<file path="src/counter_params.svh">
// Constants for the presettable four-bit synchronous counter.
`ifndef COUNTER_PARAMS_SVH
`define COUNTER_PARAMS_SVH

`define CNT_WIDTH       4
`define CNT_ZERO        4'h0
`define CNT_ONE         4'h1
`define CNT_RESET_VAL   4'h0
`define CNT_DEC_MAX     4'h9
`define CNT_BIN_MAX     4'hF
`define CNT_DEC_REENTRY 4'h4
`define CNT_RECOVERY    2'h2

`endif

</file>
<file path="src/counter_pkg.sv">
// Types shared by the counter modules.
package counter_pkg;

  typedef logic [3:0] count_t;

  typedef enum logic [1:0] {
    MODE_CLEAR = 2'b00,
    MODE_LOAD  = 2'b01,
    MODE_COUNT = 2'b10,
    MODE_HOLD  = 2'b11
  } mode_t;

endpackage

</file>
<file path="src/counter_if.sv">
// Internal carrier between the counter top and its helper modules.
`timescale 1ns/1ps
`default_nettype none

interface counter_if;
  import counter_pkg::*;

  count_t state;
  count_t preload;
  count_t nxt;
  logic   clear_req;
  logic   parallel_load_n;
  logic   count_enable_parallel;
  logic   count_enable_trickle;
  logic   terminal_count;
  mode_t  mode;

  modport top (
    output state, preload, clear_req, parallel_load_n,
    output count_enable_parallel, count_enable_trickle,
    input  nxt, mode, terminal_count
  );

  modport route (
    input  state, preload, clear_req, parallel_load_n,
    input  count_enable_parallel, count_enable_trickle,
    output nxt, mode
  );

  modport decode (
    input  state, count_enable_trickle,
    output terminal_count
  );
endinterface

`default_nettype wire

</file>
<file path="src/count_route.sv">
// Next-value routing network feeding the four counter flip-flops.
`timescale 1ns/1ps
`default_nettype none
`include "counter_params.svh"

module count_route #(
  parameter bit DECADE = 1'b1
) (
  counter_if.route bus
);
  import counter_pkg::*;

  count_t inc_val;

  always_comb begin
    if (bus.clear_req) begin
      bus.mode = MODE_CLEAR;
    end else if (!bus.parallel_load_n) begin
      bus.mode = MODE_LOAD;
    end else if (bus.count_enable_parallel && bus.count_enable_trickle) begin
      bus.mode = MODE_COUNT;
    end else begin
      bus.mode = MODE_HOLD;
    end
  end

  // Odd illegal codes jump straight back to four, so recovery takes at most two counts.
  always_comb begin
    if (!DECADE) begin
      inc_val = bus.state + `CNT_ONE;
    end else if (bus.state == `CNT_DEC_MAX) begin
      inc_val = `CNT_ZERO;
    end else if (bus.state > `CNT_DEC_MAX) begin
      inc_val = bus.state[0] ? `CNT_DEC_REENTRY : bus.state + `CNT_ONE;
    end else begin
      inc_val = bus.state + `CNT_ONE;
    end
  end

  always_comb begin
    case (bus.mode)
      MODE_CLEAR: begin
        bus.nxt = `CNT_ZERO;
      end
      MODE_LOAD: begin
        bus.nxt = bus.preload;
      end
      MODE_COUNT: begin
        bus.nxt = inc_val;
      end
      MODE_HOLD: begin
        bus.nxt = bus.state;
      end
      default: begin
        bus.nxt = bus.state;
      end
    endcase
  end

endmodule // count_route

`default_nettype wire

</file>
<file path="src/count_decode.sv">
// Fully decoded terminal-count output.
`timescale 1ns/1ps
`default_nettype none
`include "counter_params.svh"

module count_decode #(
  parameter bit DECADE = 1'b1
) (
  counter_if.decode bus
);
  import counter_pkg::*;

  count_t max_val;

  assign max_val = DECADE ? `CNT_DEC_MAX : `CNT_BIN_MAX;

  // Exact compare on all four bits, so illegal codes never decode.
  assign bus.terminal_count = bus.count_enable_trickle &&
                              (bus.state == max_val);

endmodule // count_decode

`default_nettype wire

</file>
<file path="src/sync_counter.sv">
// Presettable four-bit synchronous counter, decade or binary variant.
//
// Summary of operation
// Count state is four edge-triggered flops fed by a routing network.
// Count outputs change only on rising clock edge, except asynchronous clear; terminal count also follows trickle enable directly.
// No timing restrictions on controls beyond set-up before the edge.
// Load low copies preset inputs at the edge, enables ignored.
// Increment only when load high, both enables high, clear inactive.
// Load high with either enable low holds the count.
// Either enable alone inhibits counting; enable is AND of both.
// Terminal count high when trickle enable high and count at maximum.
// Terminal count decodes exactly one counter state.
// Decade variant counts zero to nine in BCD order.
// Decade variant counting from nine goes to zero.
// Decade variant loads any value but counting never passes nine.
// Decade variant recovers from ten..fifteen within two counting edges.
// Decade illegal states never assert terminal count.
// Binary variant counts modulo sixteen, fifteen wraps to zero.
// Asynchronous variant clear low forces outputs low immediately.
// Synchronous variant clear low zeroes the count at the edge only.
// Edge priority is clear, then load, then count, then hold.
// Asynchronous clear ignores the clock and overrides every control.
// Four variants: decade or binary, with async or sync clear.
// Modulus and clear style are elaboration-time parameters.
`timescale 1ns/1ps
`default_nettype none
`include "counter_params.svh"

module sync_counter #(
  parameter bit DECADE      = 1'b1,
  parameter bit ASYNC_CLEAR = 1'b1
) (
  // Clock and reset
  input  wire logic                clk_i,
  input  wire logic                sys_rst_i,
  // Mode controls
  input  wire logic                parallel_load_n_i,
  input  wire logic                count_enable_parallel_i,
  input  wire logic                count_enable_trickle_i,
  // Clears
  input  wire logic                async_clear_n_i,
  input  wire logic                edge_clear_n_i,
  // Preset data
  input  wire counter_pkg::count_t preload_in_i,
  // Results
  output var  counter_pkg::count_t count_out_o,
  output logic                     terminal_count_o
);
  import counter_pkg::*;

  count_t    count_r;
  count_t    count_nxt;
  logic      clear_in;
  logic      cnt_en;
  count_t    max_val;
  counter_if bus ();

  assign max_val  = DECADE ? `CNT_DEC_MAX : `CNT_BIN_MAX;
  // The edge clear only exists in the synchronous-clear variant.
  assign clear_in = !ASYNC_CLEAR && !edge_clear_n_i;
  assign cnt_en   = parallel_load_n_i && count_enable_parallel_i &&
                    count_enable_trickle_i;

  assign bus.state                 = count_r;
  assign bus.preload               = preload_in_i;
  assign bus.clear_req             = clear_in;
  assign bus.parallel_load_n       = parallel_load_n_i;
  assign bus.count_enable_parallel = count_enable_parallel_i;
  assign bus.count_enable_trickle  = count_enable_trickle_i;
  assign count_nxt                 = bus.nxt;

  // Controls come from logic on the same clock and are sampled once. R3
  count_route #(
    .DECADE (DECADE)
  ) u_route (
    .bus (bus.route)
  );

  count_decode #(
    .DECADE (DECADE)
  ) u_decode (
    .bus (bus.decode)
  );

  generate
    if (ASYNC_CLEAR) begin : g_async
      // Clear acts on the flops directly, without waiting for an edge.
      always_ff @(posedge clk_i or negedge async_clear_n_i) begin
        if (!async_clear_n_i) begin
          count_r <= `CNT_ZERO;
        end else if (sys_rst_i) begin
          count_r <= `CNT_RESET_VAL;
        end else begin
          count_r <= count_nxt;
        end
      end
    end else begin : g_sync
      always_ff @(posedge clk_i) begin
        if (sys_rst_i) begin
          count_r <= `CNT_RESET_VAL;
        end else begin
          count_r <= count_nxt;
        end
      end
    end
  endgenerate

  assign count_out_o      = count_r;
  assign terminal_count_o = bus.terminal_count;

  AST_LOAD_COPIES: assert property (
    @(posedge clk_i) disable iff (sys_rst_i || !async_clear_n_i)
    (!clear_in && !parallel_load_n_i)
    |=> (count_out_o == $past(preload_in_i))
  ) else $error("Load did not copy the preset inputs.");

  AST_COUNT_STEP: assert property (
    @(posedge clk_i) disable iff (sys_rst_i || !async_clear_n_i)
    (!clear_in && cnt_en && count_out_o < max_val)
    |=> (count_out_o == $past(count_out_o) + `CNT_ONE)
  ) else $error("Enabled count did not advance by one.");

  AST_HOLD_ON_INHIBIT: assert property (
    @(posedge clk_i) disable iff (sys_rst_i || !async_clear_n_i)
    (!clear_in && parallel_load_n_i &&
     (!count_enable_parallel_i || !count_enable_trickle_i))
    |=> $stable(count_out_o)
  ) else $error("Count changed while an enable was low.");

  AST_TRICKLE_INHIBIT: assert property (
    @(posedge clk_i) disable iff (sys_rst_i || !async_clear_n_i)
    (!clear_in && parallel_load_n_i && count_enable_parallel_i &&
     !count_enable_trickle_i) [*2]
    |=> (count_out_o == $past(count_out_o, 2))
  ) else $error("Trickle enable low alone failed to inhibit.");

  AST_TC_AT_MAX: assert property (
    @(posedge clk_i) disable iff (sys_rst_i)
    (count_enable_trickle_i && count_out_o == max_val)
    |-> terminal_count_o
  ) else $error("Terminal count missing at the maximum state.");

  AST_TC_ONE_STATE: assert property (
    @(posedge clk_i) disable iff (sys_rst_i)
    terminal_count_o
    |-> (count_out_o == max_val && count_enable_trickle_i)
  ) else $error("Terminal count high outside the maximum state.");

  AST_DEC_WRAP: assert property (
    @(posedge clk_i) disable iff (sys_rst_i || !async_clear_n_i)
    (DECADE && !clear_in && cnt_en && count_out_o == `CNT_DEC_MAX)
    |=> (count_out_o == `CNT_ZERO)
  ) else $error("Decade count from nine did not return to zero.");

  AST_DEC_STAYS_LEGAL: assert property (
    @(posedge clk_i) disable iff (sys_rst_i || !async_clear_n_i)
    (DECADE && !clear_in && parallel_load_n_i &&
     count_out_o <= `CNT_DEC_MAX)
    |=> (count_out_o <= `CNT_DEC_MAX)
  ) else $error("Decade count moved beyond nine.");

  AST_DEC_REENTRY: assert property (
    @(posedge clk_i) disable iff (sys_rst_i || !async_clear_n_i)
    (DECADE && !clear_in && cnt_en && count_out_o > `CNT_DEC_MAX)
    ##1 (!clear_in && cnt_en)
    |=> (count_out_o <= `CNT_DEC_MAX)
  ) else $error("Decade count failed to recover within two counts.");

  AST_DEC_NO_ILLEGAL_TC: assert property (
    @(posedge clk_i) disable iff (sys_rst_i)
    (DECADE && count_out_o > `CNT_DEC_MAX) |-> !terminal_count_o
  ) else $error("Illegal decade state raised terminal count.");

  AST_BIN_WRAP: assert property (
    @(posedge clk_i) disable iff (sys_rst_i || !async_clear_n_i)
    (!DECADE && !clear_in && cnt_en && count_out_o == `CNT_BIN_MAX)
    |=> (count_out_o == `CNT_ZERO)
  ) else $error("Binary count from fifteen did not wrap to zero.");

  AST_ASYNC_CLEAR: assert property (
    @(posedge clk_i) disable iff (sys_rst_i)
    (ASYNC_CLEAR && !async_clear_n_i)
    |-> (count_out_o == `CNT_ZERO && bus.mode != MODE_CLEAR)
  ) else $error("Asynchronous clear did not hold the count at zero.");

  AST_SYNC_CLEAR: assert property (
    @(posedge clk_i) disable iff (sys_rst_i)
    (!ASYNC_CLEAR && !edge_clear_n_i)
    |=> (count_out_o == `CNT_ZERO)
  ) else $error("Edge clear did not zero the count.");

  AST_SYNC_CLEAR_EDGE_ONLY: assert property (
    @(posedge clk_i) disable iff (sys_rst_i)
    (!ASYNC_CLEAR && edge_clear_n_i && parallel_load_n_i &&
     !count_enable_trickle_i)
    |=> $stable(count_out_o)
  ) else $error("Count changed without a clock-edge cause.");

  AST_MODE_PRIORITY: assert property (
    @(posedge clk_i) disable iff (sys_rst_i)
    (clear_in |-> bus.mode == MODE_CLEAR) and
    ((!clear_in && !parallel_load_n_i) |-> bus.mode == MODE_LOAD)
  ) else $error("Mode priority order violated.");

  // Counting edges spent above nine since the last load. A hold keeps the
  // figure, since recovery is only promised over counting edges.
  logic [1:0] illegal_run_r;

  always_ff @(posedge clk_i) begin
    if (sys_rst_i || (ASYNC_CLEAR && !async_clear_n_i)) begin
      illegal_run_r <= 2'h0;
    end else if (clear_in || !parallel_load_n_i) begin
      illegal_run_r <= 2'h0;
    end else if (!DECADE || count_out_o <= `CNT_DEC_MAX) begin
      illegal_run_r <= 2'h0;
    end else if (cnt_en && illegal_run_r != `CNT_RECOVERY) begin
      illegal_run_r <= illegal_run_r + 2'h1;
    end
  end

  AST_DEC_RECOVERY_BOUND: assert property (
    @(posedge clk_i) disable iff (sys_rst_i)
    (DECADE && count_out_o > `CNT_DEC_MAX)
    |-> (illegal_run_r < `CNT_RECOVERY)
  ) else $error("Decade count stayed illegal for two counting edges.");

  AST_PARALLEL_INHIBIT: assert property (
    @(posedge clk_i) disable iff (sys_rst_i || !async_clear_n_i)
    (!clear_in && parallel_load_n_i && !count_enable_parallel_i &&
     count_enable_trickle_i) [*2]
    |=> (count_out_o == $past(count_out_o, 2))
  ) else $error("Parallel enable low alone failed to inhibit.");

  AST_TC_NEEDS_TRICKLE: assert property (
    @(posedge clk_i) disable iff (sys_rst_i)
    !count_enable_trickle_i |-> !terminal_count_o
  ) else $error("Terminal count high with trickle enable low.");

  AST_TC_OFF_ELSEWHERE: assert property (
    @(posedge clk_i) disable iff (sys_rst_i)
    (count_out_o != max_val) |-> !terminal_count_o
  ) else $error("Terminal count decoded a second state.");

  AST_BIN_STEP: assert property (
    @(posedge clk_i) disable iff (sys_rst_i || !async_clear_n_i)
    (!DECADE && !clear_in && cnt_en)
    |=> (count_out_o == count_t'($past(count_out_o) + `CNT_ONE))
  ) else $error("Binary count did not step modulo sixteen.");

  AST_LOAD_OVER_COUNT: assert property (
    @(posedge clk_i) disable iff (sys_rst_i || !async_clear_n_i)
    (!clear_in && !parallel_load_n_i && count_enable_parallel_i &&
     count_enable_trickle_i)
    |=> (count_out_o == $past(preload_in_i))
  ) else $error("Count won over load.");

  AST_ASYNC_IGNORES_EDGE_CLEAR: assert property (
    @(posedge clk_i) disable iff (sys_rst_i || !async_clear_n_i)
    (ASYNC_CLEAR && !edge_clear_n_i && !parallel_load_n_i)
    |=> (count_out_o == $past(preload_in_i))
  ) else $error("Edge clear acted in the asynchronous variant.");

  AST_SYNC_IGNORES_ASYNC_CLEAR: assert property (
    @(posedge clk_i) disable iff (sys_rst_i)
    (!ASYNC_CLEAR && !async_clear_n_i && edge_clear_n_i &&
     !parallel_load_n_i)
    |=> (count_out_o == $past(preload_in_i))
  ) else $error("Master clear acted in the synchronous variant.");

  AST_MODE_COUNT_ONLY: assert property (
    @(posedge clk_i) disable iff (sys_rst_i)
    (bus.mode == MODE_COUNT) |-> (!clear_in && cnt_en)
  ) else $error("Count mode chosen without every enable.");

  AST_MODE_HOLD_ONLY: assert property (
    @(posedge clk_i) disable iff (sys_rst_i)
    (bus.mode == MODE_HOLD)
    |-> (!clear_in && parallel_load_n_i && !cnt_en)
  ) else $error("Hold mode chosen while a load or count was due.");

  AST_RESET_ZEROES: assert property (
    @(posedge clk_i)
    sys_rst_i |=> (count_out_o == `CNT_RESET_VAL)
  ) else $error("Reset did not zero the count.");

  AST_FLOPS_FOLLOW_ROUTE: assert property (
    @(posedge clk_i) disable iff (sys_rst_i || !async_clear_n_i)
    !sys_rst_i |=> (count_out_o == $past(bus.nxt))
  ) else $error("Counter flops did not take the routed value.");

  AST_EDGE_CLEAR_OVER_COUNT: assert property (
    @(posedge clk_i) disable iff (sys_rst_i)
    (!ASYNC_CLEAR && !edge_clear_n_i && cnt_en)
    |=> (count_out_o == `CNT_ZERO)
  ) else $error("Count won over the edge clear.");

endmodule // sync_counter

`default_nettype wire

</file>
<file path="config.mk">
export PLATFORM = sky130hd
export DESIGN_NAME = sync_counter
export DESIGN_NICKNAME = d
export VERILOG_FILES = /design/src/counter_pkg.sv /design/src/counter_if.sv /design/src/count_route.sv /design/src/count_decode.sv /design/src/sync_counter.sv
export VERILOG_INCLUDE_DIRS = /design/src
export SDC_FILE = /design/constraint.sdc
export NUM_CORES = 1
export LEC_CHECK = 0
export ABC_AREA = 1
export BUFFER_PORTS_ARGS = -buffer_cell sky130_fd_sc_hd__buf_2
export CAP_MARGIN = 20
export CORE_AREA = 2 2 39 41
export DETAILED_ROUTE_END_ITERATION = 8
export DIE_AREA = 0 0 41 43
export GPL_TIMING_DRIVEN = 0
export PLACE_DENSITY_LB_ADDON = 0.25
export SLEW_MARGIN = 20
export SYNTH_ARGS = -nofsm -noshare
export SYNTH_HDL_FRONTEND = slang
export SYNTH_HIERARCHICAL = 1
export SYNTH_SLANG_ARGS = --single-unit
</file>
<file path="constraint.sdc">
create_clock -name clk_i -period 1.3 [get_ports clk_i]
set_input_delay 0.26 -clock clk_i [delete_from_list [all_inputs] [get_ports clk_i]]
set_output_delay 0.26 -clock clk_i [all_outputs]
set_load 0.1 [all_outputs]
</file>
# [Yosys cells after proc, flatten, opt, wreduce, memory -nomap -nowiden]
# Index checks and enable logic that the tools add are counted.
# Widths: inputs -> output; s select.
[word_totals] input_bits=11 regBits=4
[op_classes] n_eq_ne=5 reduce_logical=3 n_mux=7 addsub=1 order_cmp=1
[ops] op="$mux 4" count=4
[ops] op="$pmux 4 s3" count=1
[ops] op="$add 4x1->4 const B" count=1
[ops] op="$eq 2x2->1 const B" count=2
[ops] op="$eq 4x4->1 const B" count=1
[ops] op="$gt 4x4->1 const B" count=1
[ops] op="$eq 2x1->1 const B" count=1
[ops] op="$logic_and 1x1->1" count=2
[ops] op="$logic_not 2->1" count=1
[ops] op="$mux 2" count=1
[ops] op="$ne 2x2->1 const B" count=1
[ops] op="$mux 1" count=1

# [Logic depth before layout (Yosys ltp)]
[depth] depth_word=6 ltp_mapped=9

# [Hierarchy]
# Netlist, hierarchy kept.
[by_module_without_submodules] module="count_route" n_inst=1 cells_each=47 seq_area_each_um2=0.0 area_each_um2=262.8
[by_module_without_submodules] module="sync_counter" n_inst=1 cells_each=13 seq_area_each_um2=100.1 area_each_um2=133.9
[by_module_without_submodules] module="count_decode" n_inst=1 cells_each=5 seq_area_each_um2=0.0 area_each_um2=27.5

# [Worst setup path after synthesis]
# No wires, ideal clock.
[synth_timing] kind="register to output" startpoint="reg count_r[0] (netlist: count_out_o[0])" endpoint="out terminal_count_o" required_time_ns=1.040 n_path_buf=0 stages_incl_launch_ff=3 arrival_time_ns=2.001 path_slack_ns=-0.961 path_cell_list="dfrtp_1 > nand2_1 > nor2_2"
[synth_via] elab_chain_cells=2
[synth_lines] item="from (decl)" line="sync_counter.sv:51" source="count_t count_r;"
[synth_lines] item="from (signal assigned)" line="sync_counter.sv:90" source="count_r <= `CNT_ZERO;"
[synth_lines] item="from (signal assigned)" line="sync_counter.sv:92" source="count_r <= `CNT_RESET_VAL;"
[synth_lines] item="from (signal assigned)" line="sync_counter.sv:94" source="count_r <= count_nxt;"
[synth_lines] item="$eq 4x4->1" line="count_decode.sv:19" source="(bus.state == max_val);"
[synth_lines] item="$logic_and 1x1->1" line="count_decode.sv:18" source="assign bus.terminal_count = bus.count_enable_trickle &&"
[synth_lines] item="to (decl)" line="sync_counter.sv:47" source="output logic terminal_count_o"
# Every way passes these cells.

# [Final worst setup path]
[layout_timing] startpoint="reg count_r[1] (netlist: count_out_o[1])" endpoint="out terminal_count_o"
# The elaborated chain is that of the path after synthesis.

==> flow_metrics.tcl <==
set metrics [dict create \
    largest_reg_flops 4 \
    grt-ovfl-total 0 \
    fin_area_um2 671 \
    hold_viol_final 0 \
    reg_top3 "count_out_o x4" \
    vdd_drop_max_v 0.000321 \
    period_needed_ns 1.40 \
    status "complete, but fails checks" \
    end_kind "output pin" \
    max_freq_ghz 0.714 \
    holdWs_ns 0.223 \
    yosys_warnings 6 \
    hp-start "sys_rst_i" \
    drt-initial-drc-count 6 \
    path_clk_slew_ns 0.04 \
    grt_pass1_wl_mm 1.40 \
    rsz0062_at_grt "true" \
    cts_tree "done" \
    num-fill-cells 151 \
    areaGrowthSynthToFinish_pct 61.4 \
    seq_area_um2 115 \
    cp_top_family "flip-flops" \
    min_to "count_out_o[0]" \
    diodes 0 \
    cp_slowest_cell "dfrtp_4" \
    syn_area_um2 415 \
    die_area_um2 1760 \
    io_pins 16 \
    slew_viol_final 0 \
    place_ws_ns -0.117 \
    multi_input_area_um2 312 \
    finalWorstSetupSlack_ns -0.100 \
    max-clock-path-buffers 2 \
    hp-class "input port to flop" \
    worst_setup_path_start_kind "flop" \
    drc 0 \
    critical_path_class "flop to output pin" \
    crit_required_ns 1.04 \
    dp.final_hpwl_um 656 \
    fin_tns_setup_ns -0.410 \
    fp.dieW_um 41 \
    h-tree-depth 1 \
    crit_arrival_ns 1.14 \
    track_usage 0.118 \
    violations "negative setup slack" \
    totalWireLength_um 882 \
    rows 14 \
    r2r_end "count_out_o[0]" \
    max-cap-violations 0 \
    clock_skew_ns 0.00116 \
    netlist_instances 63 \
    layout.nets 103 \
    ant_nets 0 \
    r2r_cells 10 \
    drive_gt1_frac 0.500 \
    worstPathCellList "inv_2 -> nand2_2 -> nor2_4 -> buf_12" \
    grt_max_degree 9 \
    cts_buffers 3 \
    gp_congestion 0.723 \
    drtPass1Iterations 3 \
    cp.buffers_inverters 2 \
    max_flop_register "count_out_o" \
    insertion_delay_ns 0.23 \
    whs_path_depth 2 \
    rr_startpoint "count_out_o[1]" \
    port-buffer-count 14 \
    final_cell_mix "18 x nand2_1, 10 x buf_2, 9 x inv_1" \
    critPathMaxFanout 4 \
    wl_per_cell_um 8.65 \
    post-route-period-util 1.08 \
    final_common_cell "nand2_1" \
    antenna_found_initial 0 \
    p_leak_nw 0.331 \
    start_util 0.300 \
    p_per_area_nw_per_um2 635 \
    core_um2 1380 \
    fin_util 0.485 \
    max_stage_delay_ns 0.49 \
    cts.sinks 4 \
    first_global_vias 374 \
    rrSetupSlack_ns -0.08 \
    root_buffer "clkbuf_4" \
    syn_avg_cell_area_um2 6.59 \
    avgViaCountPerCell 4.36 \
    report.final.setup_viol 6 \
    postPlaceCellArea_um2 559 \
    vias 445 \
    die_h_um 43 \
]
power by group:
group          internal (mW)  switching [mW]  total, mW  leakage (nW)
clock network          0.103          0.0494      0.153        0.0138
registers              0.133          0.0114      0.144        0.0473
logic                 0.0480          0.0810      0.129         0.270
worst max path at each step:
stage                   startpoint                to  slack (ns)  depth (start not counted)
detailed placement  count_out_o[2]  terminal_count_o       -0.12                          4
global placement    count_out_o[2]  terminal_count_o       -0.11                          4
finish              count_out_o[1]  terminal_count_o       -0.10                          4
global route        count_out_o[1]    count_out_o[3]       -0.16                         10
CTS                 count_out_o[2]  terminal_count_o       -0.11                          4
floorplan           count_out_o[2]  terminal_count_o       -0.26                          3
per-stage QoR:
stage | instances | power, mW
CTS | 102 | 0.430
detailed placement | 94 | 0.258
finish | 102 | 0.426
global placement | 94 | 0.257
global route | 102 | 0.457
floorplan | 64 | 0.226
final cells by class:
class / count / share of cell area
repair buffers: 19 / 0.215
clock buffers: 3 / 0.0336
flip-flops and latches: 4 / 0.172
inverters: 14 / 0.0858
well taps: 16 / 0.0299
multi-input cells: 46 / 0.465
layer usage:
metal	track usage	vias to the layer above	part of all wire
met2	0.197	11	0.54
met4	0.0600	0	0.011
met1	0.138	202	0.41
met3	0.0157	2	0.035
met5	0	-	0
li1	-	230	-
timing repair:
action / 4_1_cts / 5_1_grt
setup buffers: 4 / 0
hold buffers: 1 / 0
resized for setup: 8 / 8
setup endpoints to repair: 9 / 8
pin swaps: 1 / 2
hold endpoints to repair: 4 / 0
gates cloned: 0 / 0
No activity file was read; power rests on OpenSTA's default activity.
